### config.mk
export PLATFORM = sky130hd
export DESIGN_NAME = sdwl_top
export DESIGN_NICKNAME = d
export VERILOG_FILES = /design/src/shared/sdwl_pkg.sv /design/src/sdwl_fifo.sv /design/src/sdwl_top.sv
export SDC_FILE = /design/constraint.sdc
export NUM_CORES = 1
export LEC_CHECK = 0
export ABC_AREA = 1
export BUFFER_PORTS_ARGS = -buffer_cell sky130_fd_sc_hd__buf_2
export CAP_MARGIN = 5
export CORE_MARGIN = 3
export CORE_UTILIZATION = 45
export CTS_BUF_LIST = sky130_fd_sc_hd__clkbuf_8
export CTS_CLUSTER_DIAMETER = 80
export DETAILED_ROUTE_END_ITERATION = 7
export PLACE_DENSITY_LB_ADDON = 0.25
export SLEW_MARGIN = 20
export SYNTH_ARGS = -nofsm -noshare
export SYNTH_HDL_FRONTEND = slang
export SYNTH_SLANG_ARGS = --single-unit
### constraint.sdc
create_clock -name clk_i -period 13.5 [get_ports clk_i]
set_input_delay 1.35 -clock clk_i [delete_from_list [all_inputs] [get_ports clk_i]]
set_output_delay 1.35 -clock clk_i [all_outputs]
set_load 0.05 [all_outputs]
### src/shared/sdwl_pkg.sv
// Package of constants and carrier types for the serial DAC word loader
package sdwl_pkg;

  localparam int unsigned WORD_W      = 16;
  localparam int unsigned BIT_CNT_W   = 5;
  localparam logic [4:0]  BITS_PER_WORD = 5'h10;
  localparam int unsigned FIFO_DEPTH  = 16;
  localparam int unsigned FIFO_PTR_W  = 4;

  // Latch reset value and the named offset-binary codes
  localparam logic [15:0] LATCH_RST   = 16'h0000;
  localparam logic [15:0] BIPOLAR_ZERO = 16'h8000;
  localparam logic [15:0] NEG_FULL     = 16'h0000;
  localparam logic [15:0] POS_FULL     = 16'hffff;

  // Output settle time after a strobe update
  localparam int unsigned SETTLE_NS    = 5000;
  localparam int unsigned CLK_NS       = 40;
  localparam int unsigned SETTLE_CYC   = (SETTLE_NS + CLK_NS - 1) / CLK_NS;
  localparam int unsigned SETTLE_W     = 8;

  // Pins from the host
  typedef struct packed {
    logic sclk;
    logic sdata;
    logic sync_n;
    logic latch_load_n;
  } sdwl_pins_t;

  // Synchroniser contents after reset: serial clock idles low, the strobes idle high
  localparam sdwl_pins_t PINS_IDLE = '{sclk: 1'b0, sdata: 1'b0, sync_n: 1'b1, latch_load_n: 1'b1};

  // Word passed from the shifter to the latch
  typedef struct packed {
    logic        valid;
    logic [15:0] data;
  } sdwl_word_t;

endpackage

### src/sdwl_fifo.sv
// Parameterised flip-flop FIFO with valid/ready on both sides
`timescale 1ns/1ns
module sdwl_fifo
  import sdwl_pkg::*;
#(
  parameter int unsigned WIDTH = 16,
  parameter int unsigned DEPTH = 16,
  parameter int unsigned PTR_W = 4
)
(
  // Clock and reset
  input  wire logic             clk_i,
  input  wire logic             rst_i,
  // Fill side
  input  wire logic             in_valid_i,
  output logic                  in_ready_o,
  input  wire logic [WIDTH-1:0] in_data_i,
  // Drain side
  output logic                  out_valid_o,
  input  wire logic             out_ready_i,
  output logic [WIDTH-1:0]      out_data_o
);

  typedef struct packed {
    logic [DEPTH-1:0][WIDTH-1:0] mem;
    logic [PTR_W-1:0]            wr;
    logic [PTR_W-1:0]            rd;
    logic [PTR_W:0]              cnt;
  } sdwl_fifo_st_t;

  sdwl_fifo_st_t s_q;
  sdwl_fifo_st_t s_d;
  logic          push;
  logic          pop;

  assign in_ready_o  = (s_q.cnt != (PTR_W+1)'(DEPTH));
  assign out_valid_o = (s_q.cnt != '0);
  assign out_data_o  = s_q.mem[s_q.rd];
  assign push        = in_valid_i && in_ready_o;
  assign pop         = out_valid_o && out_ready_i;

  always_comb
  begin
    s_d = s_q;
    if (push)
    begin
      s_d.mem[s_q.wr] = in_data_i;
      s_d.wr          = s_q.wr + PTR_W'(1);
    end
    if (pop)
    begin
      s_d.rd = s_q.rd + PTR_W'(1);
    end
    s_d.cnt = s_q.cnt + (PTR_W+1)'(push) - (PTR_W+1)'(pop);
  end

  always_ff @(posedge clk_i or posedge rst_i)
  begin
    if (rst_i)
    begin
      s_q <= '0;
    end
    else
    begin
      s_q <= s_d;
    end
  end

endmodule

### src/sdwl_top.sv
// Serial word loader: shifts 16-bit words in and moves them to the converter latch
//
// Notes on behaviour
// - The link is three host lines: serial clock, serial data and an active-low frame select.
// - Each frame carries one 16-bit word, each bit sampled on a falling serial clock edge.
// - A word reaches the latch either automatically when complete or under the latch-load strobe.
// - In strobe mode the host lowers latch-load after the word is complete and that low updates the latch.
// - Offset-binary codes map 8000 to zero, 0000 to negative and ffff to positive full scale.
// - Falling edges are counted from frame start; only 16 are taken and later pulses are ignored.
// - Latch-load low at frame start updates on the sixteenth edge, else on the latch-load falling edge.
`timescale 1ns/1ns
module sdwl_top
  import sdwl_pkg::*;
(
  // Clock and reset
  input  wire logic        clk_i,
  input  wire logic        rst_i,
  // Serial link pins
  input  wire logic        sclk_i,
  input  wire logic        serial_data_in_i,
  input  wire logic        sync_n_i,
  input  wire logic        latch_load_n_i,
  // Converter latch
  output logic [15:0]      latch_o,
  output logic             latch_upd_o,
  output logic             out_settled_o,
  output logic             auto_mode_o,
  // Code classification
  output logic             at_zero_o,
  output logic             at_neg_full_o,
  output logic             at_pos_full_o,
  // Status
  output logic             overflow_o
);

  typedef struct packed {
    sdwl_pins_t            p1;
    sdwl_pins_t            p2;
    sdwl_pins_t            p3;
    logic                  in_frame;
    logic                  auto_mode;
    logic [BIT_CNT_W-1:0]  cnt;
    logic [WORD_W-1:0]     shift;
    logic                  push;
    logic [WORD_W-1:0]     push_data;
    logic                  word_held;
    logic                  strobe_pend;
    logic [WORD_W-1:0]     latch;
    logic                  upd;
    logic [SETTLE_W-1:0]   settle;
    logic                  settled;
    logic                  zero;
    logic                  negf;
    logic                  posf;
    logic                  ovf;
  } sdwl_st_t;

  sdwl_st_t        s_q;
  sdwl_st_t        s_d;
  sdwl_pins_t      pins;
  logic            fifo_ready;
  logic            fifo_valid;
  logic [15:0]     fifo_data;
  logic            pop;
  logic            fall_sclk;
  logic            frame_start;
  logic            frame_end;
  logic            ll_fall;

  // Codes that the offset-binary bipolar range names
  function automatic logic [2:0] code_class(input logic [15:0] c);
    code_class = {c == POS_FULL, c == NEG_FULL, c == BIPOLAR_ZERO};
  endfunction

  assign pins.sclk         = sclk_i;
  assign pins.sdata        = serial_data_in_i;
  assign pins.sync_n       = sync_n_i;
  assign pins.latch_load_n = latch_load_n_i;

  // p1 is only read by p2; edges are found between p2 and p3
  assign fall_sclk   = s_q.p3.sclk && !s_q.p2.sclk;
  assign frame_start = s_q.p3.sync_n && !s_q.p2.sync_n;
  assign frame_end   = !s_q.p3.sync_n && s_q.p2.sync_n;
  assign ll_fall     = s_q.p3.latch_load_n && !s_q.p2.latch_load_n;

  // Auto mode drains at once; strobe mode waits for a latch-load fall
  assign pop = fifo_valid && (s_q.auto_mode || s_q.strobe_pend);

  sdwl_fifo #(
    .WIDTH (WORD_W),
    .DEPTH (FIFO_DEPTH),
    .PTR_W (FIFO_PTR_W)
  ) u_fifo (
    .clk_i       (clk_i),
    .rst_i       (rst_i),
    .in_valid_i  (s_q.push),
    .in_ready_o  (fifo_ready),
    .in_data_i   (s_q.push_data),
    .out_valid_o (fifo_valid),
    .out_ready_i (pop),
    .out_data_o  (fifo_data)
  );

  always_comb
  begin
    s_d      = s_q;
    s_d.p1   = pins;
    s_d.p2   = s_q.p1;
    s_d.p3   = s_q.p2;
    s_d.push = 1'b0;
    s_d.upd  = 1'b0;
    if (frame_start)
    begin
      s_d.in_frame  = 1'b1;
      s_d.cnt       = '0;
      s_d.auto_mode = !s_q.p2.latch_load_n;
    end
    else if (frame_end)
    begin
      s_d.in_frame = 1'b0;
    end
    // Only the first sixteen falling edges of a frame are taken
    if (s_q.in_frame && !frame_end && fall_sclk && s_q.cnt != BITS_PER_WORD)
    begin
      s_d.shift = {s_q.shift[WORD_W-2:0], s_q.p2.sdata};
      s_d.cnt   = s_q.cnt + BIT_CNT_W'(1);
      if (s_q.cnt == BITS_PER_WORD - 5'h01)
      begin
        // A full FIFO drops the word rather than stall a host that cannot wait
        if (fifo_ready)
        begin
          s_d.push      = 1'b1;
          s_d.push_data = {s_q.shift[WORD_W-2:0], s_q.p2.sdata};
          s_d.word_held = 1'b1;
        end
        else
        begin
          s_d.ovf = 1'b1;
        end
      end
    end
    if (pop)
    begin
      s_d.latch       = fifo_data;
      s_d.upd         = 1'b1;
      s_d.strobe_pend = 1'b0;
      // A word still on its way into the FIFO stays counted as held
      s_d.word_held   = s_q.push || s_d.push;
      s_d.settle      = s_q.auto_mode ? '0 : SETTLE_W'(SETTLE_CYC);
      s_d.settled     = s_q.auto_mode;
      {s_d.posf, s_d.negf, s_d.zero} = code_class(fifo_data);
    end
    else if (s_q.settle != '0)
    begin
      s_d.settle  = s_q.settle - SETTLE_W'(1);
      s_d.settled = (s_q.settle == SETTLE_W'(1));
    end
    // A strobe before any complete word updates nothing
    // Sits after the pop so that a new strobe wins over the clear of the old one
    if (ll_fall && !s_q.auto_mode && (s_q.word_held || fifo_valid))
    begin
      s_d.strobe_pend = 1'b1;
    end
    // Latch otherwise holds its last value
  end

  always_ff @(posedge clk_i or posedge rst_i)
  begin
    if (rst_i)
    begin
      s_q                <= '0;
      s_q.p1             <= PINS_IDLE;
      s_q.p2             <= PINS_IDLE;
      s_q.p3             <= PINS_IDLE;
      s_q.latch          <= LATCH_RST;
      s_q.settled        <= 1'b1;
      s_q.negf           <= 1'b1;
    end
    else
    begin
      s_q <= s_d;
    end
  end

  assign latch_o       = s_q.latch;
  assign latch_upd_o   = s_q.upd;
  assign out_settled_o = s_q.settled;
  assign auto_mode_o   = s_q.auto_mode;
  assign at_zero_o     = s_q.zero;
  assign at_neg_full_o = s_q.negf;
  assign at_pos_full_o = s_q.posf;
  assign overflow_o    = s_q.ovf;

endmodule

==> flow_metrics.tcl, run 1 <==
set metrics [dict create \
    status "complete, no violations" \
    grt_first_pass_wirelength_um 67910 \
    fin_crit_ns 3.354 \
    boundaryPins 29 \
    routed_wl_um 42010 \
    grt_max_degree 135 \
    cp.depth 10 \
    cts_made_buffers 59 \
    critPathTopFamily "simple AND/OR/NAND/NOR gates" \
    cts-htree-levels 2 \
    dieArea_um2 37330 \
    via_per_inst 5.359 \
    setup_viol 0 \
    die_h_um 193.2 \
    peakVddDrop_mv 0.07945 \
    slew_headroom_pct 30.97 \
    avgSynthCellArea_um2 8.248 \
    drc_errors 0 \
    critPathBufInv 1 \
    routabilityCongestion 0.8123 \
    port_buffers 28 \
    synth-seq-area-share_pct 55.76 \
    vias 12716 \
    clock-sinks 351 \
    clk_latency_ns 0.61 \
    initial_core_util_pct 46.33 \
    crit_slowest_cell "clkinv_1" \
    antenna_cells 0 \
    fin_skew_ns 0.03047 \
    worst_path_most_repeated_cell "nand2_1" \
    cp.required_ns 14.04 \
    ant_nets 0 \
    max_freq_mhz 298.2 \
    min_path_cells 0 \
    firstDrtPassIters 5 \
    p_per_area_nw_per_um2 116.8 \
    hold_class "reg2reg" \
    die_x_um 193.2 \
    final_nets 1908 \
    yosysTopAreaCell "dfrtp_1" \
    fin_crit_sh_pct 24.84 \
    cts_setup_buffers 0 \
    hold_viol_final 0 \
    cts.clk_slew.worst_paths_ns 0.06 \
    synth_warnings 0 \
    fillers 3301 \
    ys_seq_elements 351 \
    crit_fanout 17 \
    drt_iter0_drc 1168 \
    area.sequential_um2 8797 \
    cts_resized 0 \
    start_kind "register" \
    r2r.worst_path.cells 10 \
    cts_root_buf "clkbuf_8" \
    maxSlewViolCount 0 \
    p_leak_nw 7.958 \
    synth_flop_cell "dfrtp_1" \
    syn_area_um2 15770 \
    wl_per_cell_um 17.70 \
    rsz0062_at_grt "no" \
    antenna_found_initial 0 \
    cts_tree "yes" \
    postLayoutCoreUtil_pct 50.30 \
    grt_pass1_vias 12155 \
    max_cap_violations 0 \
    drive_above_1_share_pct 7.792 \
    max_stage_delay_ns 1.08 \
    overflow 0 \
    ys_async_sr_fraction_pct 100.0 \
    hold_buffers 0 \
    synth_area_leaders "dfrtp_1 54%, nand2_1 15%, o21ai_0 10%, nor2_1 3.6%, nand3_1 2.5%" \
    tightestPinTransition_ns 1.035 \
    globalRouteTotalUtil_pct 22.51 \
    synth_edf_count 0 \
    multi_input_area_um2 5951 \
    core-area_um2 34040 \
    synth_nets 1937 \
    synthCells 1912 \
    criticalPathCategory "reg2reg" \
    yosysUniqueCellTypes 36 \
    clk_path_buf_depth 3 \
    core.rowCount 67 \
    worstPathCellList "clkinv_1 -> nand2_1 -> nor2_1 -> nand2_1 -> nand2_1 -> nor2_1 -> nand2_1 -> nor2_1 -> nand2_1 -> nand2_1" \
    crit_path_end_kind "register" \
    dpl.hpwl_um 23680 \
    synth_top_area_share_pct 54.43 \
    syn_to_final_growth_pct 8.561 \
    setup_tns_ns 0 \
    crit_arrival_ns 3.89 \
]
flip-flops by register name, summed over array words and instances (netlist names):
| register | flops |
|---|---|
| u_fifo.s_q | 269 |
| at_zero_o | 1 |
| auto_mode_o | 1 |
| out_settled_o | 1 |
| overflow_o | 1 |
| at_neg_full_o | 1 |
| s_q | 51 |
| latch_upd_o | 1 |
| at_pos_full_o | 1 |
| s_d | 8 |
| latch_o | 16 |
layout make-up:
class	instances	share of cell area, %
timing repair buffer	51	1.900
tap	448	3.274
multi-input combinational	1324	34.76
clock inverter	31	0.7381
inverter	96	2.156
clock buffer	72	5.788
sequential	351	51.38
layout by cell type, fill, tap and decap left out, drive strengths merged, types with 13 or more instances in the layout:
cell    instances
a21oi          39
a31oi          13
buf            51
clkbuf         72
dfrtp         343
ha             18
inv           118
nand2         634
nand3          80
nand4          16
nor2          154
o21ai         332
metrics by stage:
stage	setup slack, ns	instance area [um2]	total power, mW	hold WS [ns]	cells
6_report	10.15	17120	2.000	0.3483	2373
2_1_floorplan	2.428	15770	1.109	0.3312	1912
5_1_grt	9.695	17120	2.075	0.3601	2373
3_3_place_gp	10.23	15980	1.120	0.3449	2269
3_5_place_dp	10.17	15980	1.122	0.3450	2269
4_1_cts	10.10	17100	2.018	0.3531	2372
report_power, final:
| part | switching (mW) | leakage (nW) | internal, mW | total [mW] |
|---|---|---|---|---|
| combinational | 0.0291 | 2.43 | 0.00630 | 0.0354 |
| sequential | 0.00506 | 4.86 | 1.06 | 1.07 |
| clock | 0.422 | 0.671 | 0.476 | 0.898 |
cells in the mapped netlist (2+ instances only):
| cell | count |
|---|---|
| a21oi_1 | 39 |
| a31oi_1 | 13 |
| buf_1 | 4 |
| buf_2 | 34 |
| buf_4 | 21 |
| buf_6 | 4 |
| clkbuf_1 | 78 |
| clkinv_1 | 2 |
| dfrtp_1 | 343 |
| dfstp_2 | 8 |
| ha_1 | 18 |
| inv_1 | 90 |
| inv_2 | 4 |
| nand2_1 | 634 |
| nand3_1 | 80 |
| nand4_1 | 16 |
| nor2_1 | 153 |
| nor3_1 | 2 |
| o211ai_1 | 6 |
| o21ai_0 | 318 |
| o21ai_1 | 13 |
| o21bai_1 | 2 |
| o22ai_1 | 3 |
| o31ai_1 | 2 |
| or2_2 | 2 |
| xnor2_1 | 2 |
| xor2_1 | 12 |
worst paths after layout:
kind                          startpoint         endpoint  slack [ns]
max                        u_fifo.s_q[8]    at_neg_full_o       10.15
min                              s_d[78]          s_d[74]        0.35
max reg2reg                u_fifo.s_q[8]    at_neg_full_o       10.15
min reg2reg                      s_d[78]          s_d[74]        0.35
max in group asynchronous          rst_i  u_fifo.s_q[152]       10.93
min in group asynchronous          rst_i  u_fifo.s_q[134]        0.97
per-layer routing:
| metal | part of all wire, % | track usage, % | vias up |
|---|---|---|---|
| li1 | - | - | 6078 |
| met1 | 46 | 32.92 | 6125 |
| met2 | 44 | 34.26 | 447 |
| met3 | 7.7 | 4.488 | 66 |
| met4 | 2.2 | 6.643 | 0 |
| met5 | 0 | 0 | - |
logic make-up (layout without fill, tap and decap cells):
kind of cell | Yosys count | count (layout) | synth area share (%)
simple gates | 890 | 890 | 22.18
compound gates | 401 | 401 | 13.12
flops | 351 | 351 | 55.76
buf+inv | 237 | 250 | 6.601
fa+ha+maj | 19 | 19 | 1.555
xor+xnor | 14 | 14 | 0.7775
Power figures use the tool's default switching activity.
==> inputs of run 2 (changes only) <==
==> constraint.sdc (replaced) <==
create_clock -name clk_i -period 3.09 [get_ports clk_i]
set_input_delay 0.309 -clock clk_i [delete_from_list [all_inputs] [get_ports clk_i]]
set_output_delay 0.309 -clock clk_i [all_outputs]
set_load 0.05 [all_outputs]
==> flow_metrics.tcl, run 2 (synthesis gave the netlist of run 1 again) <==
set metrics [dict create \
    status "complete, no violations" \
    p_leak_nw 8.166 \
    p_per_area_nw_per_um2 510.5 \
    dpl.cell_count 2294 \
    firstDrtPassIters 5 \
    grt_first_pass_wirelength_um 68610 \
    dpl.hpwl_um 26000 \
    cts_tree "yes" \
    final_cells 2407 \
    crit_arrival_ns 3.03 \
    r2r.worst_path.cells 11 \
    setup_viol 0 \
    cts.clk_slew.worst_paths_ns 0.06 \
    via_per_inst 5.322 \
    regMostFlops "u_fifo.s_q" \
    criticalPathCategory "reg2reg" \
    cts_made_buffers 60 \
    drc_errors 0 \
    vias 12809 \
    cts_setup_buffers 0 \
    boundaryPins 29 \
    cts_root_buf "clkbuf_8" \
    maxSlewViolCount 0 \
    worstPathCellList "inv_1 -> ha_1 -> nand4_1 -> nand2_1 -> inv_1 -> ha_1 -> fa_1 -> a21oi_1 -> nor2_1 -> nor2_1 -> xor2_1" \
    clk_latency_ns 0.62 \
    hold_ws_ns 0.2658 \
    routabilityCongestion 0.8684 \
    largest_reg_flops 269 \
    routed_wl_um 42670 \
    drive_above_1_share_pct 9.086 \
    rrSetupSlack_ns 0.57 \
    grt_max_degree 130 \
    max_stage_delay_ns 0.41 \
    tightestPinTransition_ns 0.7341 \
    cts_resized 0 \
    start_kind "register" \
    peakVddDrop_mv 0.3253 \
    dp_slack_ns 0.5904 \
    dieArea_um2 37330 \
    final_nets 1938 \
    clk_path_buf_depth 3 \
    r2r_end "u_fifo.s_q[4]" \
    drt_iter0_drc 1194 \
    cts-htree-levels 2 \
    wl_per_cell_um 17.73 \
    rsz0062_at_grt "no" \
    fin_skew_ns 0.02227 \
    cp.required_ns 3.60 \
    r2r-start "u_fifo.s_q[3]" \
    die_x_um 193.2 \
    area.sequential_um2 8797 \
    hold_class "in2async" \
    slew_headroom_pct 51.06 \
    die_h_um 193.2 \
    crit_slowest_cell "fa_1" \
    final_common_cell "nand2_1" \
    initial_core_util_pct 46.33 \
    syn_to_final_growth_pct 11.19 \
    core-area_um2 34040 \
    overflow 0 \
    multi_input_area_um2 5936 \
    layout_common_cells "634 x nand2_1, 342 x dfrtp_1, 318 x o21ai_0, 153 x nor2_1, 112 x inv_1" \
    crit_fanout 16 \
    grt_pass1_vias 12261 \
    port_buffers 28 \
    crit_path_end_kind "register" \
    antenna_found_initial 0 \
    fillers 3188 \
    globalRouteTotalUtil_pct 22.74 \
    ant_nets 0 \
    max_cap_violations 0 \
    max_freq_mhz 396.2 \
    fin_crit_sh_pct 81.69 \
    fin_crit_ns 2.524 \
    antenna_cells 0 \
    hold_buffers 5 \
    hold_viol_final 0 \
    setup_ws_ns 0.5659 \
    clock-sinks 351 \
    core.rowCount 67 \
]
==> run 2: layout make-up <==
class                      count  share of cell area, %
sequential                   351                  50.17
multi-input combinational   1324                  33.85
clock buffer                  78                  6.122
timing repair buffer          80                  3.882
tap                          448                  3.197
inverter                      96                  2.084
clock inverter                30                 0.6922
==> run 2: stage by stage <==
step | total power [mW] | util [%] | instance area [um2] | TNS, ns
2_1_floorplan | 4.848 | - | 15770 | -661.19
3_3_place_gp | 4.909 | 47.86 | 16290 | 0
3_5_place_dp | 4.913 | 47.86 | 16290 | 0
4_1_cts | 9.056 | 51.52 | 17530 | 0
5_1_grt | 9.292 | 51.52 | 17530 | 0
6_report | 8.952 | 51.52 | 17530 | 0
==> run 2: where the power goes <==
group	switching [mW]	total (mW)	internal, mW
Combinational	0.130	0.170	0.0408
Sequential	0.0210	4.66	4.64
Clock	1.88	4.12	2.24
Total	2.03	8.95	6.92
==> run 2: worst max-delay path: cells and delay by family, from the launching register on <==
family                     cells  cell delay [ns]
DFF                            1             0.38
buffers and inverters          2             0.30
adders and majority gates      3             0.89
AOI/OAI and AO/OA              1             0.16
and+or+nand+nor                4             0.51
xor gates and xnor gates       1             0.19
==> run 2: how the worst max path moves through the flow <==
stage	slack, ns	endpoint	depth (start not counted)	from
final	0.57	u_fifo.s_q[4]	11	u_fifo.s_q[3]
after global routing	0.32	u_fifo.s_q[4]	11	u_fifo.s_q[2]
after CTS	0.56	u_fifo.s_q[4]	11	u_fifo.s_q[3]
after detailed placement	0.59	u_fifo.s_q[4]	11	u_fifo.s_q[3]
after global placement	0.74	u_fifo.s_q[4]	11	u_fifo.s_q[3]
after floorplan	-1.91	at_pos_full_o	1	rst_i
==> run 2: per-layer routing <==
| metal | global-route usage (%) | wire length (um) |
|---|---|---|
| met1 | 33.20 | 19610 |
| met2 | 35.28 | 19460 |
| met3 | 3.635 | 2610 |
| met4 | 6.858 | 1001 |
| met5 | 0 | 0 |
